[src/hdl/see_eeprom_map.svh]
// Constants for the two-wire serial EEPROM slave: sizes, values, timing.
`ifndef SEE_EEPROM_MAP_SVH
`define SEE_EEPROM_MAP_SVH

// Array organisation.
`define SEE_ADDR_W        7
`define SEE_MEM_DEPTH     128
`define SEE_PAGE_BYTES    8
`define SEE_PAGE_W        3
`define SEE_ROW_W         4

// Content of a location as delivered.
`define SEE_ERASED_BYTE   8'hFF

// Bit count that closes one byte on the bus.
`define SEE_BYTE_BITS     4'h8

// Select byte field positions.
`define SEE_SEL_TYPE_HI   7
`define SEE_SEL_TYPE_LO   4
`define SEE_SEL_RW_BIT    0

// Idle level of the bus wires.
`define SEE_BUS_IDLE      1'b1

// Program cycle time and system clock period.
`define SEE_T_WR_NS       10000000
`define SEE_MCLK_NS       40
`define SEE_WR_CNT_W      18

`endif

[src/hdl/see_pkg.sv]
// Types shared by the serial EEPROM slave design.
package see_pkg;

   typedef enum logic [6:0] {
      SEE_ST_IDLE = 7'h01,
      SEE_ST_SEL  = 7'h02,
      SEE_ST_ADDR = 7'h04,
      SEE_ST_WDAT = 7'h08,
      SEE_ST_ACK  = 7'h10,
      SEE_ST_RDAT = 7'h20,
      SEE_ST_MACK = 7'h40
   } see_state_t;

endpackage : see_pkg

[src/hdl/see_eeprom_slave.sv]
// Two-wire serial slave access logic of a 128 x 8 EEPROM.
`include "see_eeprom_map.svh"

module see_eeprom_slave #(
   // Device type code; the value is arbitrary.
   parameter logic [3:0]  P_TYPE_ID   = 4'h5,
   parameter int unsigned P_WR_CYCLES = `SEE_T_WR_NS / `SEE_MCLK_NS
) (
   input  wire logic i_mclk,
   input  wire logic i_reset,
   input  wire logic i_scl,
   input  wire logic i_sda_in,
   input  wire logic i_write_protect_input,
   output logic      o_sda_out,
   output logic      o_sda_oe_n,
   output logic      o_busy
);

   logic                      scl_f;
   logic                      sda_f;
   logic                      wp_f;
   logic                      scl_prev_q;
   logic                      sda_prev_q;
   logic                      scl_rise;
   logic                      scl_fall;
   logic                      ev_start;
   logic                      ev_stop;
   see_pkg::see_state_t       state_q;
   see_pkg::see_state_t       next_q;
   logic [3:0]                cnt_q;
   logic [7:0]                sh_q;
   logic                      mack_q;
   logic [`SEE_ADDR_W-1:0]    addr_q;
   logic [7:0]                pbuf_q [`SEE_PAGE_BYTES];
   logic [`SEE_PAGE_BYTES-1:0] pmask_q;
   logic                      busy_q;
   logic [`SEE_WR_CNT_W-1:0]  wr_cnt_q;
   logic [7:0]                mem_q [`SEE_MEM_DEPTH];
   logic                      rx_state;
   logic                      byte_end;
   logic                      sel_ok;
   logic                      ld_rd;
   logic                      wr_byte;
   logic                      wr_take;
   logic                      addr_load;
   logic                      commit;
   logic [7:0]                rd_byte;
   logic [`SEE_ROW_W-1:0]     row;

   // Every pin from the bus passes the same filtered synchroniser.
   see_pin_sync #(
      .P_RESET_LEVEL (`SEE_BUS_IDLE)
   ) u_scl_sync (
      .i_mclk  (i_mclk),
      .i_reset (i_reset),
      .i_pin   (i_scl),
      .o_level (scl_f)
   );

   see_pin_sync #(
      .P_RESET_LEVEL (`SEE_BUS_IDLE)
   ) u_sda_sync (
      .i_mclk  (i_mclk),
      .i_reset (i_reset),
      .i_pin   (i_sda_in),
      .o_level (sda_f)
   );

   see_pin_sync #(
      .P_RESET_LEVEL (`SEE_BUS_IDLE)
   ) u_wp_sync (
      .i_mclk  (i_mclk),
      .i_reset (i_reset),
      .i_pin   (i_write_protect_input),
      .o_level (wp_f)
   );

   // Previous filtered levels, for edge and condition detection.
   always_ff @(posedge i_mclk or posedge i_reset) begin
      if (i_reset) begin
         scl_prev_q <= `SEE_BUS_IDLE;
         sda_prev_q <= `SEE_BUS_IDLE;
      end else begin
         scl_prev_q <= scl_f;
         sda_prev_q <= sda_f;
      end
   end

   assign scl_rise = scl_f & ~scl_prev_q;
   assign scl_fall = ~scl_f & scl_prev_q;
   // A data edge with the clock held high is a bus condition, not a bit.
   assign ev_start = scl_f & scl_prev_q & sda_prev_q & ~sda_f;
   assign ev_stop  = scl_f & scl_prev_q & ~sda_prev_q & sda_f;

   assign rx_state = (state_q == see_pkg::SEE_ST_SEL)
                   | (state_q == see_pkg::SEE_ST_ADDR)
                   | (state_q == see_pkg::SEE_ST_WDAT);
   // The byte is closed on the falling clock after its eighth bit.
   assign byte_end = scl_fall & rx_state & (cnt_q == `SEE_BYTE_BITS);
   assign sel_ok   = (sh_q[`SEE_SEL_TYPE_HI:`SEE_SEL_TYPE_LO] == P_TYPE_ID)
                   & ~busy_q;
   assign ld_rd    = scl_fall
                   & (((state_q == see_pkg::SEE_ST_ACK)
                       & (next_q == see_pkg::SEE_ST_RDAT))
                      | ((state_q == see_pkg::SEE_ST_MACK) & mack_q));
   assign wr_byte  = byte_end & (state_q == see_pkg::SEE_ST_WDAT);
   assign wr_take  = wr_byte & wp_f;
   assign addr_load = byte_end & (state_q == see_pkg::SEE_ST_ADDR);
   assign commit   = ev_stop & (pmask_q != '0) & ~busy_q;
   assign rd_byte  = mem_q[addr_q];
   assign row      = addr_q[`SEE_ADDR_W-1:`SEE_PAGE_W];

   // Bus protocol engine: bit counting, acknowledge and data drive.
   always_ff @(posedge i_mclk or posedge i_reset) begin
      if (i_reset) begin
         state_q    <= see_pkg::SEE_ST_IDLE;
         next_q     <= see_pkg::SEE_ST_IDLE;
         cnt_q      <= 4'h0;
         sh_q       <= 8'h00;
         mack_q     <= 1'b0;
         o_sda_oe_n <= 1'b1;
      end else if (ev_start) begin
         // A repeated start is taken in any state, even mid-byte.
         state_q    <= see_pkg::SEE_ST_SEL;
         cnt_q      <= 4'h0;
         o_sda_oe_n <= 1'b1;
      end else if (ev_stop) begin
         state_q    <= see_pkg::SEE_ST_IDLE;
         cnt_q      <= 4'h0;
         o_sda_oe_n <= 1'b1;
      end else begin
         unique case (state_q)
            see_pkg::SEE_ST_IDLE: begin
               o_sda_oe_n <= 1'b1;
            end
            see_pkg::SEE_ST_SEL,
            see_pkg::SEE_ST_ADDR,
            see_pkg::SEE_ST_WDAT: begin
               if (scl_rise) begin
                  sh_q  <= {sh_q[6:0], sda_f};
                  cnt_q <= cnt_q + 4'h1;
               end else if (byte_end) begin
                  cnt_q <= 4'h0;
                  if (state_q == see_pkg::SEE_ST_SEL) begin
                     if (sel_ok) begin
                        o_sda_oe_n <= 1'b0;
                        state_q    <= see_pkg::SEE_ST_ACK;
                        if (sh_q[`SEE_SEL_RW_BIT]) begin
                           next_q <= see_pkg::SEE_ST_RDAT;
                        end else begin
                           next_q <= see_pkg::SEE_ST_ADDR;
                        end
                     end else begin
                        state_q <= see_pkg::SEE_ST_IDLE;
                     end
                  end else begin
                     // Address and data bytes are always acknowledged.
                     o_sda_oe_n <= 1'b0;
                     state_q    <= see_pkg::SEE_ST_ACK;
                     next_q     <= see_pkg::SEE_ST_WDAT;
                  end
               end
            end
            see_pkg::SEE_ST_ACK: begin
               if (ld_rd) begin
                  // Data changes only while the clock is low.
                  o_sda_oe_n <= rd_byte[7];
                  sh_q       <= {rd_byte[6:0], 1'b0};
                  cnt_q      <= 4'h1;
                  state_q    <= see_pkg::SEE_ST_RDAT;
               end else if (scl_fall) begin
                  o_sda_oe_n <= 1'b1;
                  cnt_q      <= 4'h0;
                  state_q    <= next_q;
               end
            end
            see_pkg::SEE_ST_RDAT: begin
               if (scl_fall) begin
                  if (cnt_q == `SEE_BYTE_BITS) begin
                     o_sda_oe_n <= 1'b1;
                     cnt_q      <= 4'h0;
                     mack_q     <= 1'b0;
                     state_q    <= see_pkg::SEE_ST_MACK;
                  end else begin
                     o_sda_oe_n <= sh_q[7];
                     sh_q       <= {sh_q[6:0], 1'b0};
                     cnt_q      <= cnt_q + 4'h1;
                  end
               end
            end
            see_pkg::SEE_ST_MACK: begin
               if (scl_rise) begin
                  mack_q <= ~sda_f;
               end else if (ld_rd) begin
                  o_sda_oe_n <= rd_byte[7];
                  sh_q       <= {rd_byte[6:0], 1'b0};
                  cnt_q      <= 4'h1;
                  state_q    <= see_pkg::SEE_ST_RDAT;
               end else if (scl_fall) begin
                  o_sda_oe_n <= 1'b1;
                  state_q    <= see_pkg::SEE_ST_IDLE;
               end
            end
         endcase
      end
   end

   // Address counter: loaded by the address byte, stepped per data byte.
   always_ff @(posedge i_mclk or posedge i_reset) begin
      if (i_reset) begin
         addr_q <= '0;
      end else if (addr_load) begin
         addr_q <= sh_q[`SEE_ADDR_W-1:0];
      end else if (wr_byte) begin
         // Only the page bits step, so a long burst wraps in its row.
         addr_q[`SEE_PAGE_W-1:0] <= addr_q[`SEE_PAGE_W-1:0] + 3'h1;
      end else if (ld_rd) begin
         // Seven-bit counter rolls from the top location to zero.
         addr_q <= addr_q + 7'h01;
      end
   end

   // Page latch marks collect the slots of one write until its stop.
   always_ff @(posedge i_mclk or posedge i_reset) begin
      if (i_reset) begin
         pmask_q <= '0;
      end else if (ev_start | commit) begin
         // A write not closed by a stop programs nothing.
         pmask_q <= '0;
      end else if (wr_take) begin
         pmask_q[addr_q[`SEE_PAGE_W-1:0]] <= 1'b1;
      end
   end

   // One page latch per slot, filled by the byte aimed at that slot.
   for (genvar p = 0; p < `SEE_PAGE_BYTES; p++) begin : g_pbuf
      localparam logic [`SEE_PAGE_W-1:0] LP_S = `SEE_PAGE_W'(p);
      always_ff @(posedge i_mclk or posedge i_reset) begin
         if (i_reset) begin
            pbuf_q[p] <= `SEE_ERASED_BYTE;
         end else if (wr_take && (addr_q[`SEE_PAGE_W-1:0] == LP_S)) begin
            pbuf_q[p] <= sh_q;
         end
      end
   end

   // Self-timed program cycle; the bus is deaf while it runs.
   always_ff @(posedge i_mclk or posedge i_reset) begin
      if (i_reset) begin
         busy_q   <= 1'b0;
         wr_cnt_q <= '0;
      end else if (commit) begin
         busy_q   <= 1'b1;
         wr_cnt_q <= `SEE_WR_CNT_W'(P_WR_CYCLES - 1);
      end else if (busy_q) begin
         if (wr_cnt_q == '0) begin
            busy_q <= 1'b0;
         end else begin
            wr_cnt_q <= wr_cnt_q - `SEE_WR_CNT_W'(1);
         end
      end
   end

   // Memory array, one generate entry per location.
   for (genvar g = 0; g < `SEE_MEM_DEPTH; g++) begin : g_mem
      localparam logic [`SEE_ADDR_W-1:0] LP_A = `SEE_ADDR_W'(g);
      always_ff @(posedge i_mclk or posedge i_reset) begin
         if (i_reset) begin
            mem_q[g] <= `SEE_ERASED_BYTE;
         end else if (commit
                      && (row == LP_A[`SEE_ADDR_W-1:`SEE_PAGE_W])
                      && pmask_q[LP_A[`SEE_PAGE_W-1:0]]) begin
            mem_q[g] <= pbuf_q[LP_A[`SEE_PAGE_W-1:0]];
         end
      end
   end

   // The wire is open drain: only the low level is ever driven.
   always_ff @(posedge i_mclk or posedge i_reset) begin
      if (i_reset) begin
         o_sda_out <= 1'b0;
      end else begin
         o_sda_out <= 1'b0;
      end
   end

   assign o_busy = busy_q;

endmodule : see_eeprom_slave

[src/hdl/see_pin_sync.sv]
// Three-stage pin synchroniser with agreement filter.
module see_pin_sync #(
   parameter logic P_RESET_LEVEL = 1'b1
) (
   input  wire logic i_mclk,
   input  wire logic i_reset,
   input  wire logic i_pin,
   output logic      o_level
);

   logic s1_q;
   logic s2_q;
   logic s3_q;

   // The first stage feeds only the second, so metastability stays there.
   always_ff @(posedge i_mclk or posedge i_reset) begin
      if (i_reset) begin
         s1_q <= P_RESET_LEVEL;
         s2_q <= P_RESET_LEVEL;
         s3_q <= P_RESET_LEVEL;
      end else begin
         s1_q <= i_pin;
         s2_q <= s1_q;
         s3_q <= s2_q;
      end
   end

   // A change is taken once two settled stages agree.
   always_ff @(posedge i_mclk or posedge i_reset) begin
      if (i_reset) begin
         o_level <= P_RESET_LEVEL;
      end else if (s2_q == s3_q) begin
         o_level <= s3_q;
      end
   end

endmodule : see_pin_sync

[config.mk]
export PLATFORM = sky130hd
export DESIGN_NAME = see_eeprom_slave
export DESIGN_NICKNAME = d
export VERILOG_FILES = /design/src/hdl/see_pkg.sv /design/src/hdl/see_eeprom_slave.sv /design/src/hdl/see_pin_sync.sv
export VERILOG_INCLUDE_DIRS = /design/src /design/src/hdl
export SDC_FILE = /design/constraint.sdc
export NUM_CORES = 2
export LEC_CHECK = 0
export BUFFER_PORTS_ARGS = -buffer_cell sky130_fd_sc_hd__buf_2
export CAP_MARGIN = 20
export CORE_MARGIN = 10
export CORE_UTILIZATION = 55
export CTS_CLUSTER_SIZE = 28
export DETAILED_ROUTE_END_ITERATION = 8
export GPL_TIMING_DRIVEN = 0
export PLACE_DENSITY = 0.82
export SLEW_MARGIN = 20
export SYNTH_ARGS = -nofsm -noshare
export SYNTH_HDL_FRONTEND = slang
export SYNTH_SLANG_ARGS = --single-unit
export TNS_END_PERCENT = 50
[constraint.sdc]
create_clock -name i_mclk -period 32.7 [get_ports i_mclk]
set_clock_uncertainty 0.1 [all_clocks]
set_input_delay 3.27 -clock i_mclk [delete_from_list [all_inputs] [get_ports i_mclk]]
set_output_delay 3.27 -clock i_mclk [all_outputs]
set_load 0.03 [all_outputs]
==> flow_summary.yaml <==
clock_network:
  cts_tree: "done"
  cts.repair.resized: 0
  cts_hold_buffers: 0
  clock-sinks: 1161
  clock_latency_ns: 0.77
  cts-htree-levels: 3
  cts.clk_slew.worst_paths_ns: 0.06
  post_cts_buffers: 0
  numCtsBuffers: 120
  cts_buffer_depth: 3
  clockRootBuffer: "clkbuf_16"
placed_design:
  portBuffers: 6
  dpl.hpwl_um: 211000
  post_dp_cell_area_um2: 56800
  gp_congestion: 1.16
  dp_slack_ns: 26.33
synth:
  synthDominantCellAreaShare_pct: 53.6
  synth_ff_type: "dfstp_2"
  synth_common_cells: "dfstp_2, mux2_2, nand2_1"
  syn_nets: 3933
  yosysMostFrequentCell: "dfstp_2"
  syn_avg_cell_area_um2: 13.8
  synthArstFlopShare_pct: 100
  ys_ff_latch: 1161
  synth_area_leader_cell: "dfstp_2"
  syn_inst: 3919
  synth_enable_flop_cells: 0
  synth_cell_types: 92
  seq_area_frac_synth_pct: 56.2
  synth_warnings: 0
  synth.area.top_cells: "dfstp_2, mux2_2, dfrtp_1, mux4_2, mux2i_1"
  synth.cell_area_um2: 54200
floorplanning:
  row_count: 115
  dieHeight_um: 334
  core_area_um2: 98000
  fp.dieArea_um2: 111000
  fp.dieW_um: 334
  start_util_pct: 55.3
  io_pins: 8
sta:
  worst_slack_ns: 26.47
  hold_viol_final: 0
  tns_ns: 0
  finalSetupViolCount: 0
  slew_violations: 0
  hold_slack_ns: 0.258
  min_period_ns: 6.23
  rsz0062_at_grt: "no"
  fmax_mhz: 160
  period_share_pct: 19.1
  worst_pin_slew_ns: 1.46
  slew_headroom_pct: 2.40
route:
  drtIter0Drc: 7889
  drc_errors: 0
  final_antenna_net_count: 0
  wl_per_cell_um: 53.1
  dr_total_vias: 43400
  first_pass_iters: 9
  via_per_inst: 7.84
  routed_wl_um: 294000
grt:
  grt_pass1_vias: 39900
  grt_util_all_layers_pct: 51.4
  grt_max_degree: 37
  antenna_found_initial: 47
  grt_pass1_wl_um: 378000
  overflow: 0
pwr:
  intPower_mw: 2.27
  power_frac_clock_pct: 47.8
  switchingPower_mw: 0.711
  power_frac_seq_pct: 48.9
  ir_drop_uv: 51.2
  pwr_density_cell_nw_per_um2: 48.9
  swShare_pct: 23.8
  power_frac_comb_pct: 3.3
  p_leak_nw: 24.7
setup_path:
  arrival_ns: 6.71
  cp-end-kind: "register"
  critical_path.max_fanout: 11
  start_kind: "register"
  path_class: "reg2reg"
  crit_required_ns: 33.18
worst_hold_path:
  hold_path.class: "reg2reg"
cells_and_area:
  final_area_um2: 61000
  final_nets: 4114
  drive_above_1_share_pct: 65.0
  multi_input_area_um2: 22500
  fin_util_pct: 62.2
  nFillCells: 7431
  seqCellArea_um2: 30400
  area_growth_pct: 12.6
flow_run:
  cap_violations: 0
run_status:
  status: "completed"
-- flip-flops by register name, summed over array words and instances, names as in the netlist, 4 cells and up --
name	count
addr_q	7
cnt_q	4
mem_q	1024
next_q	4
pbuf_q	64
pmask_q	8
sh_q	8
state_q	7
wr_cnt_q	18
-- cell usage in the layout (no fill, tap or decap), types with 13 or more instances in the layout --
cell type and instances:
buf_4 37, nand2_2 42, clkbuf_16 121, dfstp_2 1105
clkbuf_8 31, a31oi_1 15, buf_2 81, diode_2 51
mux4_2 53, a21oi_1 113, a211oi_1 17, xnor2_1 13
a221oi_1 89, o211ai_1 25, clkbuf_1 117, mux2_1 56
inv_1 14, clkinv_2 20, nor3_1 13, o21ai_0 109
nand2_1 232, a221o_1 16, o22ai_1 13, nor2_1 115
a2111oi_0 16, buf_12 35, a22oi_1 66, o2bb2ai_1 15
dfrtp_1 56, mux2_2 1081, a22o_1 42, nand2b_1 13
clkbuf_2 39, mux2i_1 101, nor2b_1 16, nand3_1 23
-- per-stage QoR --
stage / cells / power (mW)
after detailed placement: 5256 / 1.57
final: 5539 / 2.98
after global placement: 5212 / 1.56
after floorplan: 3919 / 1.52
after global routing: 5500 / 3.02
after CTS: 5479 / 2.96
-- per-layer routing --
metal,routed length (µm),up-vias,GRT usage (%)
li1,-,15000,-
met1,105000,22400,61.1
met2,107000,4680,63.3
met3,55300,1282,37.0
met4,25800,38,35.2
met5,1460,-,5.09
-- worst max-delay path, cell delays in order (launching register included) --
cell and delay, ns:
dfrtp_1 0.39, buf_4 0.22, buf_4 0.44, buf_4 0.48, buf_4 0.52, buf_4 0.49, buf_2 0.61, buf_2 0.62
a21oi_1 0.15, nor4_1 0.90, o21ai_0 0.51, o31ai_1 0.59
-- kinds of logic after synthesis --
logic type                 share of synthesized area [%]
other                                            0.00692
adders and majority gates                          0.263
and+or+nand+nor                                     4.87
xor gates and xnor gates                           0.307
DFF                                                 56.2
buffers and inverters                               2.40
muxes                                               27.7
AOI/OAI and AO/OA                                   8.25
-- cell type report --
type,count,area share [%]
buffer,255,2.12
sequential,1161,49.9
inverter,16,0.105
clock inverter,41,0.710
multi-input combinational,2487,36.8
clock buffer,182,5.85
tap,1287,2.64
timing repair buffer,59,1.63
antenna,51,0.209
-- power by group through the flow --
stage	sequential (mW)	combinational (mW)	clock (mW)
6_report	1.46	0.0977	1.43
5_1_grt	1.46	0.102	1.46
4_1_cts	1.46	0.0949	1.40
3_5_place_dp	1.48	0.0942	0
3_3_place_gp	1.48	0.0811	0
2_1_floorplan	1.47	0.0455	0
-- worst paths after layout --
kind                                  from              end  slack, ns  cells after the start
max in group asynchronous          i_reset  u_scl_sync.s1_q      27.11                     12
min                        u_scl_sync.s1_q  u_scl_sync.s2_q       0.26                      0
max reg2reg                      addr_q[1]          sh_q[6]      26.47                     11
max                              addr_q[1]          sh_q[6]      26.47                     11
min in group asynchronous          i_reset       mem_q[692]       2.90                      2
min reg2reg                u_scl_sync.s1_q  u_scl_sync.s2_q       0.26                      0
Note: power is estimated with default switching activity, not from simulation.
